**config.mk**
```make
export PLATFORM = sky130hd
export DESIGN_NAME = arsc_seq_ctrl
export DESIGN_NICKNAME = d
export VERILOG_FILES = /design/src/hw/arsc_pkg.sv /design/src/hw/arsc_result_mem.sv /design/src/hw/arsc_seq_ctrl.sv
export VERILOG_INCLUDE_DIRS = /design/src /design/src/hw
export SDC_FILE = /design/constraint.sdc
export NUM_CORES = 1
export LEC_CHECK = 0
export BUFFER_PORTS_ARGS = -buffer_cell sky130_fd_sc_hd__buf_2
export CORE_MARGIN = 1
export CORE_UTILIZATION = 50
export CTS_BUF_LIST = sky130_fd_sc_hd__clkbuf_8
export DETAILED_ROUTE_END_ITERATION = 12
export GPL_TIMING_DRIVEN = 0
export PLACE_DENSITY_LB_ADDON = 0.1
export SETUP_SLACK_MARGIN = 0.05
export SLEW_MARGIN = 15
export SYNTH_ARGS = -nofsm -noshare
export SYNTH_HDL_FRONTEND = slang
export SYNTH_SLANG_ARGS = --single-unit
export TNS_END_PERCENT = 1
```
**constraint.sdc**
```tcl
create_clock -name CLOCK -period 8.1 [get_ports CLOCK]
set_input_delay 1.215 -clock CLOCK [delete_from_list [all_inputs] [get_ports CLOCK]]
set_output_delay 1.215 -clock CLOCK [all_outputs]
set_load 0.01 [all_outputs]
```
**src/hw/arsc_defs.svh**
```systemverilog
// register offsets, field positions, reset values and timing constants in ns of the ADC read sequencer control
// assumes a 40 MHz CLOCK; included by bare name
`ifndef ARSC_DEFS_SVH
`define ARSC_DEFS_SVH

`define ARSC_OFF_CTRL      6'h2B
`define ARSC_OFF_DELAY     6'h2C
`define ARSC_OFF_SEL_A     6'h2D
`define ARSC_OFF_SEL_B     6'h2E
`define ARSC_OFF_RES_FIRST 6'h2F
`define ARSC_OFF_RES_LAST  6'h32

`define ARSC_BIT_GEN_START   1
`define ARSC_BIT_TOUCH_START 13
`define ARSC_RES_EVEN_LSB    2
`define ARSC_RES_ODD_LSB     14
`define ARSC_SELB_TOUCH_LSB  8

`define ARSC_REG_RESET  24'h000000
`define ARSC_RES_RESET  10'h000

`define ARSC_CLK_PERIOD_NS 25
`define ARSC_DLY_UNIT_NS   1000

`endif

```
**src/hw/arsc_pkg.sv**
```systemverilog
// types of the ADC read sequencer control
// assumes nothing of its surroundings
package arsc_pkg;

	typedef struct packed {
		logic [2:0] spare_hi;
		logic       pen_detect_enable;
		logic       spare_19;
		logic [2:0] touch_last_slot;
		logic       touch_hold;
		logic       touch_continuous;
		logic       touch_seq_start_req;
		logic       touch_power_enable;
		logic [2:0] spare_mid;
		logic       manual_led_select;
		logic       spare_7;
		logic [2:0] general_last_slot;
		logic       general_hold;
		logic       general_continuous;
		logic       general_seq_start_req;
		logic       converter_power_enable;
	} arsc_ctrl_t;

	typedef struct packed {
		logic [3:0] post_set_delay;
		logic [3:0] inter_reading_delay;
		logic [3:0] pre_set_delay;
	} arsc_dly_t;

	typedef enum logic [1:0] {
		ARSC_ACT_DUMMY   = 2'b00,
		ARSC_ACT_XPLATE  = 2'b01,
		ARSC_ACT_YPLATE  = 2'b10,
		ARSC_ACT_CONTACT = 2'b11
	} arsc_touch_act_t;

	typedef enum logic [2:0] {
		ARSC_IDLE = 3'b000,
		ARSC_PRE  = 3'b001,
		ARSC_CONV = 3'b010,
		ARSC_WAIT = 3'b011,
		ARSC_GAP  = 3'b100,
		ARSC_POST = 3'b101
	} arsc_state_t;

	typedef struct packed {
		logic            touch;
		logic [3:0]      channel;
		arsc_touch_act_t action;
	} arsc_conv_t;

endpackage

```
**src/hw/arsc_result_mem.sv**
```systemverilog
// slot result memory: one write port, two read ports with registered data
// assumes a synchronous active-high reset that clears every word
`include "arsc_defs.svh"

module arsc_result_mem #(
	parameter int WIDTH = 10,
	parameter int DEPTH = 8,
	parameter int AW    = 3
) (
	input  wire logic             clk,
	input  wire logic             rst,
	input  wire logic             wr_en,
	input  wire logic [AW-1:0]    wr_addr,
	input  wire logic [WIDTH-1:0] wr_data,
	input  wire logic [AW-1:0]    rd_addr_a,
	input  wire logic [AW-1:0]    rd_addr_b,
	output logic      [WIDTH-1:0] rd_data_a,
	output logic      [WIDTH-1:0] rd_data_b
);

	logic [WIDTH-1:0] mem_q [DEPTH];

	always_ff @(posedge clk) begin
		if (rst) begin
			for (int i = 0; i < DEPTH; i++) begin
				mem_q[i] <= WIDTH'(`ARSC_RES_RESET);
			end
		end else if (wr_en) begin
			mem_q[wr_addr] <= wr_data;
		end
	end

	always_ff @(posedge clk) begin
		if (rst) begin
			rd_data_a <= '0;
			rd_data_b <= '0;
		end else begin
			rd_data_a <= mem_q[rd_addr_a];
			rd_data_b <= mem_q[rd_addr_b];
		end
	end

endmodule // arsc_result_mem

```
**src/hw/arsc_seq_ctrl.sv**
```systemverilog
// ADC read sequencer control: register file, sequencer and converter handshake
// assumes a parallel register port behind the serial interface and an analog converter whose
// done strobe and result arrive from outside the clock domain
`include "arsc_defs.svh"

module arsc_seq_ctrl #(
	parameter int DLY_UNIT_CYCLES = `ARSC_DLY_UNIT_NS / `ARSC_CLK_PERIOD_NS,
	parameter int SLOTS           = 8
) (
	input  wire logic        CLOCK,
	input  wire logic        RST,
	input  wire logic [5:0]  REG_ADDR,
	input  wire logic        REG_WR,
	input  wire logic        REG_RD,
	input  wire logic [23:0] REG_WDATA,
	output logic      [23:0] REG_RDATA,
	output logic             REG_RVALID,
	output logic             CONV_POWER_EN,
	output logic             TOUCH_POWER_EN,
	output logic             PEN_DETECT_EN,
	output logic             MANUAL_LED_EN,
	output logic             CONV_START,
	output logic      [3:0]  CONV_CHANNEL,
	output logic             CONV_TOUCH,
	output logic      [1:0]  CONV_TOUCH_ACTION,
	input  wire logic        CONV_DONE,
	input  wire logic [9:0]  CONV_RESULT,
	output logic             SEQ_BUSY
);

	arsc_pkg::arsc_ctrl_t  ctrl_q, ctrl_d;
	arsc_pkg::arsc_state_t state_q;
	arsc_pkg::arsc_conv_t  conv_q;
	logic [23:0] dly_q, sela_q, selb_q;
	logic        run_touch_q, got_q;
	logic [2:0]  slot_q;
	logic [15:0] cnt_q;
	logic [9:0]  res_q;
	logic        done_s1_q, done_s2_q, done_s3_q;
	logic [9:0]  data_s1_q, data_s2_q;
	logic        done_rise, hold_act, cont_act, end_of_set, mem_we;
	logic        take_touch, take_gen;
	logic [2:0]  last_slot;
	arsc_pkg::arsc_dly_t dly_act;
	logic        wr_ctrl, rd_q;
	logic [5:0]  rd_addr_q;
	logic [2:0]  rd_pair;
	logic [9:0]  rd_even, rd_odd;

	function automatic logic [3:0] chan_of(input logic [2:0] s, input logic [23:0] a, input logic [23:0] b);
		logic [31:0] all;
		all = {b[7:0], a};
		return all[{s, 2'b00} +: 4];
	endfunction

	function automatic logic [1:0] act_of(input logic [2:0] s, input logic [23:0] b);
		logic [15:0] acts;
		acts = b[23:`ARSC_SELB_TOUCH_LSB];
		return acts[{s, 1'b0} +: 2];
	endfunction

	function automatic logic [15:0] dly_cycles(input logic [3:0] f);
		return 16'(f) * 16'(DLY_UNIT_CYCLES);
	endfunction

	////////////////////////////////////////////////////////////////////////////////
	// register file

	assign wr_ctrl = REG_WR && (REG_ADDR == `ARSC_OFF_CTRL);

	always_comb begin
		ctrl_d = wr_ctrl ? arsc_pkg::arsc_ctrl_t'(REG_WDATA) : ctrl_q;
		// hardware clears a taken request; a write of one in the same cycle survives
		if (take_gen && !(wr_ctrl && REG_WDATA[`ARSC_BIT_GEN_START])) begin
			ctrl_d.general_seq_start_req = 1'b0;
		end
		if (take_touch && !(wr_ctrl && REG_WDATA[`ARSC_BIT_TOUCH_START])) begin
			ctrl_d.touch_seq_start_req = 1'b0;
		end
		// continuous mode re-arms its own request, winning over a write of zero
		if (end_of_set && cont_act && !run_touch_q) begin
			ctrl_d.general_seq_start_req = 1'b1;
		end
		if (end_of_set && cont_act && run_touch_q) begin
			ctrl_d.touch_seq_start_req = 1'b1;
		end
	end

	always_ff @(posedge CLOCK) begin
		if (RST) begin
			ctrl_q <= arsc_pkg::arsc_ctrl_t'(`ARSC_REG_RESET);
		end else begin
			ctrl_q <= ctrl_d;
		end
	end

	always_ff @(posedge CLOCK) begin
		if (RST) begin
			dly_q  <= `ARSC_REG_RESET;
			sela_q <= `ARSC_REG_RESET;
			selb_q <= `ARSC_REG_RESET;
		end else if (REG_WR) begin
			if (REG_ADDR == `ARSC_OFF_DELAY) dly_q <= REG_WDATA;
			if (REG_ADDR == `ARSC_OFF_SEL_A) sela_q <= REG_WDATA;
			if (REG_ADDR == `ARSC_OFF_SEL_B) selb_q <= REG_WDATA;
		end
	end

	assign CONV_POWER_EN  = ctrl_q.converter_power_enable;
	assign TOUCH_POWER_EN = ctrl_q.touch_power_enable;
	assign PEN_DETECT_EN  = ctrl_q.pen_detect_enable;
	assign MANUAL_LED_EN  = ctrl_q.manual_led_select;

	////////////////////////////////////////////////////////////////////////////////
	// read path: two cycles, results paired two slots per word

	assign rd_pair = 3'(REG_ADDR - `ARSC_OFF_RES_FIRST);

	arsc_result_mem #(.WIDTH(10), .DEPTH(SLOTS), .AW(3)) u_mem (
		.clk       (CLOCK),
		.rst       (RST),
		.wr_en     (mem_we),
		.wr_addr   (slot_q),
		.wr_data   (res_q),
		.rd_addr_a ({rd_pair[1:0], 1'b0}),
		.rd_addr_b ({rd_pair[1:0], 1'b1}),
		.rd_data_a (rd_even),
		.rd_data_b (rd_odd)
	);

	always_ff @(posedge CLOCK) begin
		if (RST) begin
			rd_q       <= 1'b0;
			rd_addr_q  <= 6'h00;
			REG_RVALID <= 1'b0;
			REG_RDATA  <= 24'h000000;
		end else begin
			rd_q       <= REG_RD;
			rd_addr_q  <= REG_ADDR;
			REG_RVALID <= rd_q;
			if (rd_q) begin
				if (rd_addr_q == `ARSC_OFF_CTRL) REG_RDATA <= ctrl_q;
				else if (rd_addr_q == `ARSC_OFF_DELAY) REG_RDATA <= dly_q;
				else if (rd_addr_q == `ARSC_OFF_SEL_A) REG_RDATA <= sela_q;
				else if (rd_addr_q == `ARSC_OFF_SEL_B) REG_RDATA <= selb_q;
				else if (rd_addr_q >= `ARSC_OFF_RES_FIRST && rd_addr_q <= `ARSC_OFF_RES_LAST)
					REG_RDATA <= {rd_odd, 2'b00, rd_even, 2'b00};
				else REG_RDATA <= 24'h000000;
			end
		end
	end

	////////////////////////////////////////////////////////////////////////////////
	// converter done and result synchronisers

	always_ff @(posedge CLOCK) begin
		if (RST) begin
			done_s1_q <= 1'b0;
			done_s2_q <= 1'b0;
			done_s3_q <= 1'b0;
			data_s1_q <= 10'h000;
			data_s2_q <= 10'h000;
		end else begin
			done_s1_q <= CONV_DONE;
			done_s2_q <= done_s1_q;
			done_s3_q <= done_s2_q;
			data_s1_q <= CONV_RESULT;
			data_s2_q <= data_s1_q;
		end
	end

	assign done_rise = done_s2_q && !done_s3_q;

	////////////////////////////////////////////////////////////////////////////////
	// sequencer

	assign hold_act   = run_touch_q ? ctrl_q.touch_hold : ctrl_q.general_hold;
	assign cont_act   = run_touch_q ? ctrl_q.touch_continuous : ctrl_q.general_continuous;
	assign last_slot  = run_touch_q ? ctrl_q.touch_last_slot : ctrl_q.general_last_slot;
	assign dly_act    = arsc_pkg::arsc_dly_t'(run_touch_q ? dly_q[23:12] : dly_q[11:0]);
	assign take_touch = (state_q == arsc_pkg::ARSC_IDLE) && ctrl_q.touch_seq_start_req
	                    && !ctrl_q.touch_hold;
	assign take_gen   = (state_q == arsc_pkg::ARSC_IDLE) && ctrl_q.general_seq_start_req
	                    && !ctrl_q.general_hold && !take_touch;
	assign mem_we     = (state_q == arsc_pkg::ARSC_WAIT) && got_q && !hold_act;
	assign end_of_set = mem_we && (slot_q == last_slot);

	always_ff @(posedge CLOCK) begin
		if (RST) begin
			state_q     <= arsc_pkg::ARSC_IDLE;
			run_touch_q <= 1'b0;
			slot_q      <= 3'h0;
			cnt_q       <= 16'h0000;
		end else begin
			unique case (state_q)
				arsc_pkg::ARSC_IDLE: begin
					if (take_touch || take_gen) begin
						run_touch_q <= take_touch;
						slot_q      <= 3'h0;
						cnt_q       <= dly_cycles(take_touch ? dly_q[15:12] : dly_q[3:0]);
						state_q     <= arsc_pkg::ARSC_PRE;
					end
				end
				arsc_pkg::ARSC_PRE, arsc_pkg::ARSC_GAP: begin
					if (!hold_act) begin
						if (cnt_q == 16'h0000) state_q <= arsc_pkg::ARSC_CONV;
						else cnt_q <= cnt_q - 16'h0001;
					end
				end
				arsc_pkg::ARSC_CONV: begin
					if (!hold_act) state_q <= arsc_pkg::ARSC_WAIT;
				end
				arsc_pkg::ARSC_WAIT: begin
					if (end_of_set) begin
						cnt_q   <= cont_act ? dly_cycles(dly_act.post_set_delay) : 16'h0000;
						state_q <= arsc_pkg::ARSC_POST;
					end else if (mem_we) begin
						slot_q  <= slot_q + 3'h1;
						cnt_q   <= dly_cycles(dly_act.inter_reading_delay);
						state_q <= arsc_pkg::ARSC_GAP;
					end
				end
				arsc_pkg::ARSC_POST: begin
					if (!hold_act) begin
						if (cnt_q == 16'h0000) state_q <= arsc_pkg::ARSC_IDLE;
						else cnt_q <= cnt_q - 16'h0001;
					end
				end
				default: state_q <= arsc_pkg::ARSC_IDLE;
			endcase
		end
	end

	always_ff @(posedge CLOCK) begin
		if (RST) begin
			got_q <= 1'b0;
			res_q <= 10'h000;
		end else if (mem_we) begin
			got_q <= 1'b0;
		end else if (state_q == arsc_pkg::ARSC_WAIT && done_rise && !got_q) begin
			got_q <= 1'b1;
			res_q <= data_s2_q;
		end
	end

	always_ff @(posedge CLOCK) begin
		if (RST) begin
			conv_q <= '0;
		end else begin
			conv_q.touch   <= run_touch_q;
			conv_q.channel <= chan_of(slot_q, sela_q, selb_q);
			conv_q.action  <= arsc_pkg::arsc_touch_act_t'(act_of(slot_q, selb_q));
		end
	end

	assign CONV_START        = (state_q == arsc_pkg::ARSC_CONV) && !hold_act;
	assign CONV_CHANNEL      = conv_q.channel;
	assign CONV_TOUCH        = conv_q.touch;
	assign CONV_TOUCH_ACTION = conv_q.action;
	assign SEQ_BUSY          = state_q != arsc_pkg::ARSC_IDLE;
endmodule // arsc_seq_ctrl

```
==> impl_metrics.csv <==
group,metric,value,unit
outcome,status,"finished clean",
final_layout,diodes,0,
yosys,yosys_warnings,0,
worst_setup_path,critPathMaxFanout,10,
floorplanning,die_h,163,µm
drt,drtIter0Drc,959,
drt,drc,0,
floorplanning,core_area,25300,µm²
timing,slew_viol_final,0,
power_and_ir_drop,power,3.56,mW
hold_path,whs_path_depth,1,
power_and_ir_drop,leakage,5.66,nW
worst_setup_path,crit_arrival,4.05,ns
grt,busiest_layer,"met2",
final_layout,drive_gt1_share,16.3,%
grt,grt_pass1_vias,9749,
final_layout,final_common_cell,"nand2_1",
timing,period_share,43.9,%
grt,grt_pass1_wl,58300,µm
timing,skew,0.0351,ns
power_and_ir_drop,ir_worst_vdd,0.209,mV
timing,min_period,3.55,ns
hold_path,hold_path.class,"reg -> reg",
final_layout,nFillCells,2239,
clock_network,cts_tree,"done",
yosys,netlist_area,13000,µm²
worst_setup_path,rr_worst_depth,13,
final_layout,layout_common_cells,"nand2_1 (236), dfxtp_1 (212), a21oi_1 (136), buf_2 (86)",
yosys,ys_seq_area_share,51.2,%
place,place_congestion,0.949,
final_layout,final_cell_area,14800,µm²
grt,grtUsageMet1,38.2,%
clock_network,cts-root-buf,"clkbuf_8",
timing,setup_violations,0,
worst_setup_path,setup.worst_path.class,"reg -> reg",
grt,gr-usage-all-layers,29.7,%
worst_setup_path,r2r-end,"cnt_q[8]",
timing,hold_viol_final,0,
timing,setup-tns-final,0,ns
yosys,synth-async-reset-ratio,0,%
clock_network,clk_latency,0.58,ns
worst_setup_path,cp-start-kind,"register",
final_layout,utilization,58.5,%
timing,max_clock_freq,0.281,GHz
place,placed_area,13800,µm²
worst_setup_path,crit_path_cell_trace,"clkbuf_1, nor3_2, nand2_1, clkbuf_1, mux2_2, ha_1, ha_1, fa_1, and2_1, o21ai_0, o221ai_1, a41o_1, a21oi_2",
clock_network,postCtsHoldBufs,0,
worst_setup_path,rr_startpoint,"state_q[0]",
timing,rsz0062_at_grt,"no",
final_layout,area_growth,14.0,%
floorplanning,io_pins,83,
final_layout,final_cells,1813,
yosys,syn_inst,1312,
hold_path,hold-path-endpoint,"done_s2_q",
worst_setup_path,crit_path_end_kind,"register",
final_layout,nets,1510,
grt,grtUsageMet3,5.33,%
grt,gr-total-overflow,0,
clock_network,cts_setup_buffers,0,
power_and_ir_drop,p_per_area,240,nW/µm²
grt,grt_util_met2,49.3,%
hold_path,holdCritStartpoint,"done_s1_q",
worst_setup_path,reg2reg_slack,4.55,ns
place,dp_hpwl,28700,µm
grt,grt_max_degree,14,
clock_network,htreeDepth,2,
yosys,avgSynthCellArea,9.90,µm²
place,port_buffers,82,
drt,drt-total-wl,38900,µm
clock_network,numCtsBuffers,49,
yosys,yosys_most_used_dff,"dfxtp_1",
worst_setup_path,slowest_stage,"mux2_2",
grt,antenna_found_initial,0,
yosys,syn_nets,1377,
clock_network,cts.sinks,292,
timing,slew_headroom,31.8,%
clock_network,clkTransAtPathRegs,0.06,ns
yosys,ys_ff_latch,292,
floorplanning,die_w,163,µm
place,place_inst,1724,
floorplanning,die_area,26600,µm²
drt,first_pass_iters,5,
drt,via_per_inst,5.72,
drt,routedWlPerCell,21.4,µm
clock_network,clockBufferDepth,3,
floorplanning,start_util,51.3,%
worst_setup_path,cpPeakStageDelay,0.44,ns
drt,drtAntennaViolNets,0,
worst_setup_path,cp.required,8.60,ns
clock_network,ctsResizeCount,0,
timing,worstMarginPinSlew,1.02,ns
floorplanning,fp-row-count,58,
yosys,synth-edff-count,80,
run,cap_violations,0,
drt,vias,10400,
yosys,synthDistinctLibCells,64,
[cells in the mapped netlist, types with 22 or more instances]
| master | number | area, µm² |
|---|---|---|
| nand2_1 | 236 | 886 |
| dfxtp_1 | 212 | 4240 |
| a21oi_1 | 136 | 681 |
| and2_1 | 82 | 513 |
| clkbuf_1 | 82 | 308 |
| edfxtp_1 | 80 | 2400 |
| nor2_1 | 80 | 300 |
| nor2b_1 | 57 | 357 |
| mux4_2 | 32 | 721 |
| mux2i_1 | 31 | 310 |
| mux2_2 | 30 | 338 |
| nor3_1 | 28 | 140 |
| a2111oi_0 | 22 | 193 |
[kinds of logic (layout without fill, tap and decap cells)]
family / count (synthesis) / after routing / synth area share (%)
muxes: 95 / 95 / 10.7
adders and majority gates: 20 / 20 / 2.10
xor gates and xnor gates: 12 / 12 / 0.810
DFF: 292 / 292 / 51.2
and+or+nand+nor: 549 / 549 / 20.5
buffers and inverters: 111 / 282 / 3.42
AOI/OAI and AO/OA: 233 / 233 / 11.3
[state kept, by name, indices dropped and copies added (netlist names), 2 cells and up]
signal,count
slot_q,3
cnt_q,16
res_q,10
state_q,3
data_s2_q,10
rd_addr_q,6
u_mem.rd_data_a,10
u_mem.rd_data_b,10
REG_RDATA,24
sela_q,24
u_mem.mem_q,80
dly_q,24
ctrl_q,20
CONV_CHANNEL,4
CONV_TOUCH_ACTION,2
data_s1_q,10
selb_q,24
[report_power, final]
| part | internal (mW) | switching [mW] | total [mW] | leakage [nW] |
|---|---|---|---|---|
| clock network | 0.712 | 0.601 | 1.31 | 0.580 |
| registers | 1.57 | 0.0420 | 1.61 | 2.55 |
| logic | 0.229 | 0.410 | 0.639 | 2.53 |
[routing by layer]
layer | up-vias | part of all wire, %
li1 | 4872 | -
met5 | - | 0
met2 | 466 | 47
met3 | 98 | 8.1
met1 | 4931 | 41
met4 | 0 | 3.9
[area by class of cell]
| type | instances | area (µm²) | share of cell area [%] |
|---|---|---|---|
| Sequential cell | 292 | 6650 | 44.9 |
| Timing Repair Buffer | 82 | 410 | 2.77 |
| Multi-Input combinational cell | 909 | 5900 | 39.8 |
| Tap cell | 330 | 413 | 2.79 |
| Clock buffer | 61 | 840 | 5.67 |
| Buffer | 97 | 392 | 2.65 |
| Inverter | 14 | 52.6 | 0.355 |
| Clock inverter | 28 | 153 | 1.03 |
[worst max-delay path by stage]
stage,from,end,slack (ns),cells after the start
2_1_floorplan,REG_ADDR[0],u_mem.rd_data_a[1],5.01,6
3_3_place_gp,REG_ADDR[0],u_mem.rd_data_b[8],4.14,7
3_5_place_dp,REG_ADDR[0],u_mem.rd_data_b[8],4.13,7
4_1_cts,state_q[0],cnt_q[8],4.52,13
5_1_grt,state_q[0],cnt_q[8],4.28,13
6_report,state_q[0],cnt_q[8],4.55,13
[per-stage QoR]
| step | setup slack [ns] | hold slack (ns) |
|---|---|---|
| 6_report | 4.55 | 0.437 |
| 3_3_place_gp | 4.14 | 0.420 |
| 5_1_grt | 4.28 | 0.456 |
| 2_1_floorplan | 5.01 | 0.414 |
| 4_1_cts | 4.52 | 0.441 |
| 3_5_place_dp | 4.13 | 0.428 |
[critical path: cells and delay by family (launching register included)]
kind	cells	cell delay (ns)
flops	1	0.32
fa+ha+maj	3	0.81
compound gates	4	0.69
buf+inv	2	0.74
simple gates	3	0.51
mux	1	0.44
Note: power is estimated with default switching activity, not from simulation.
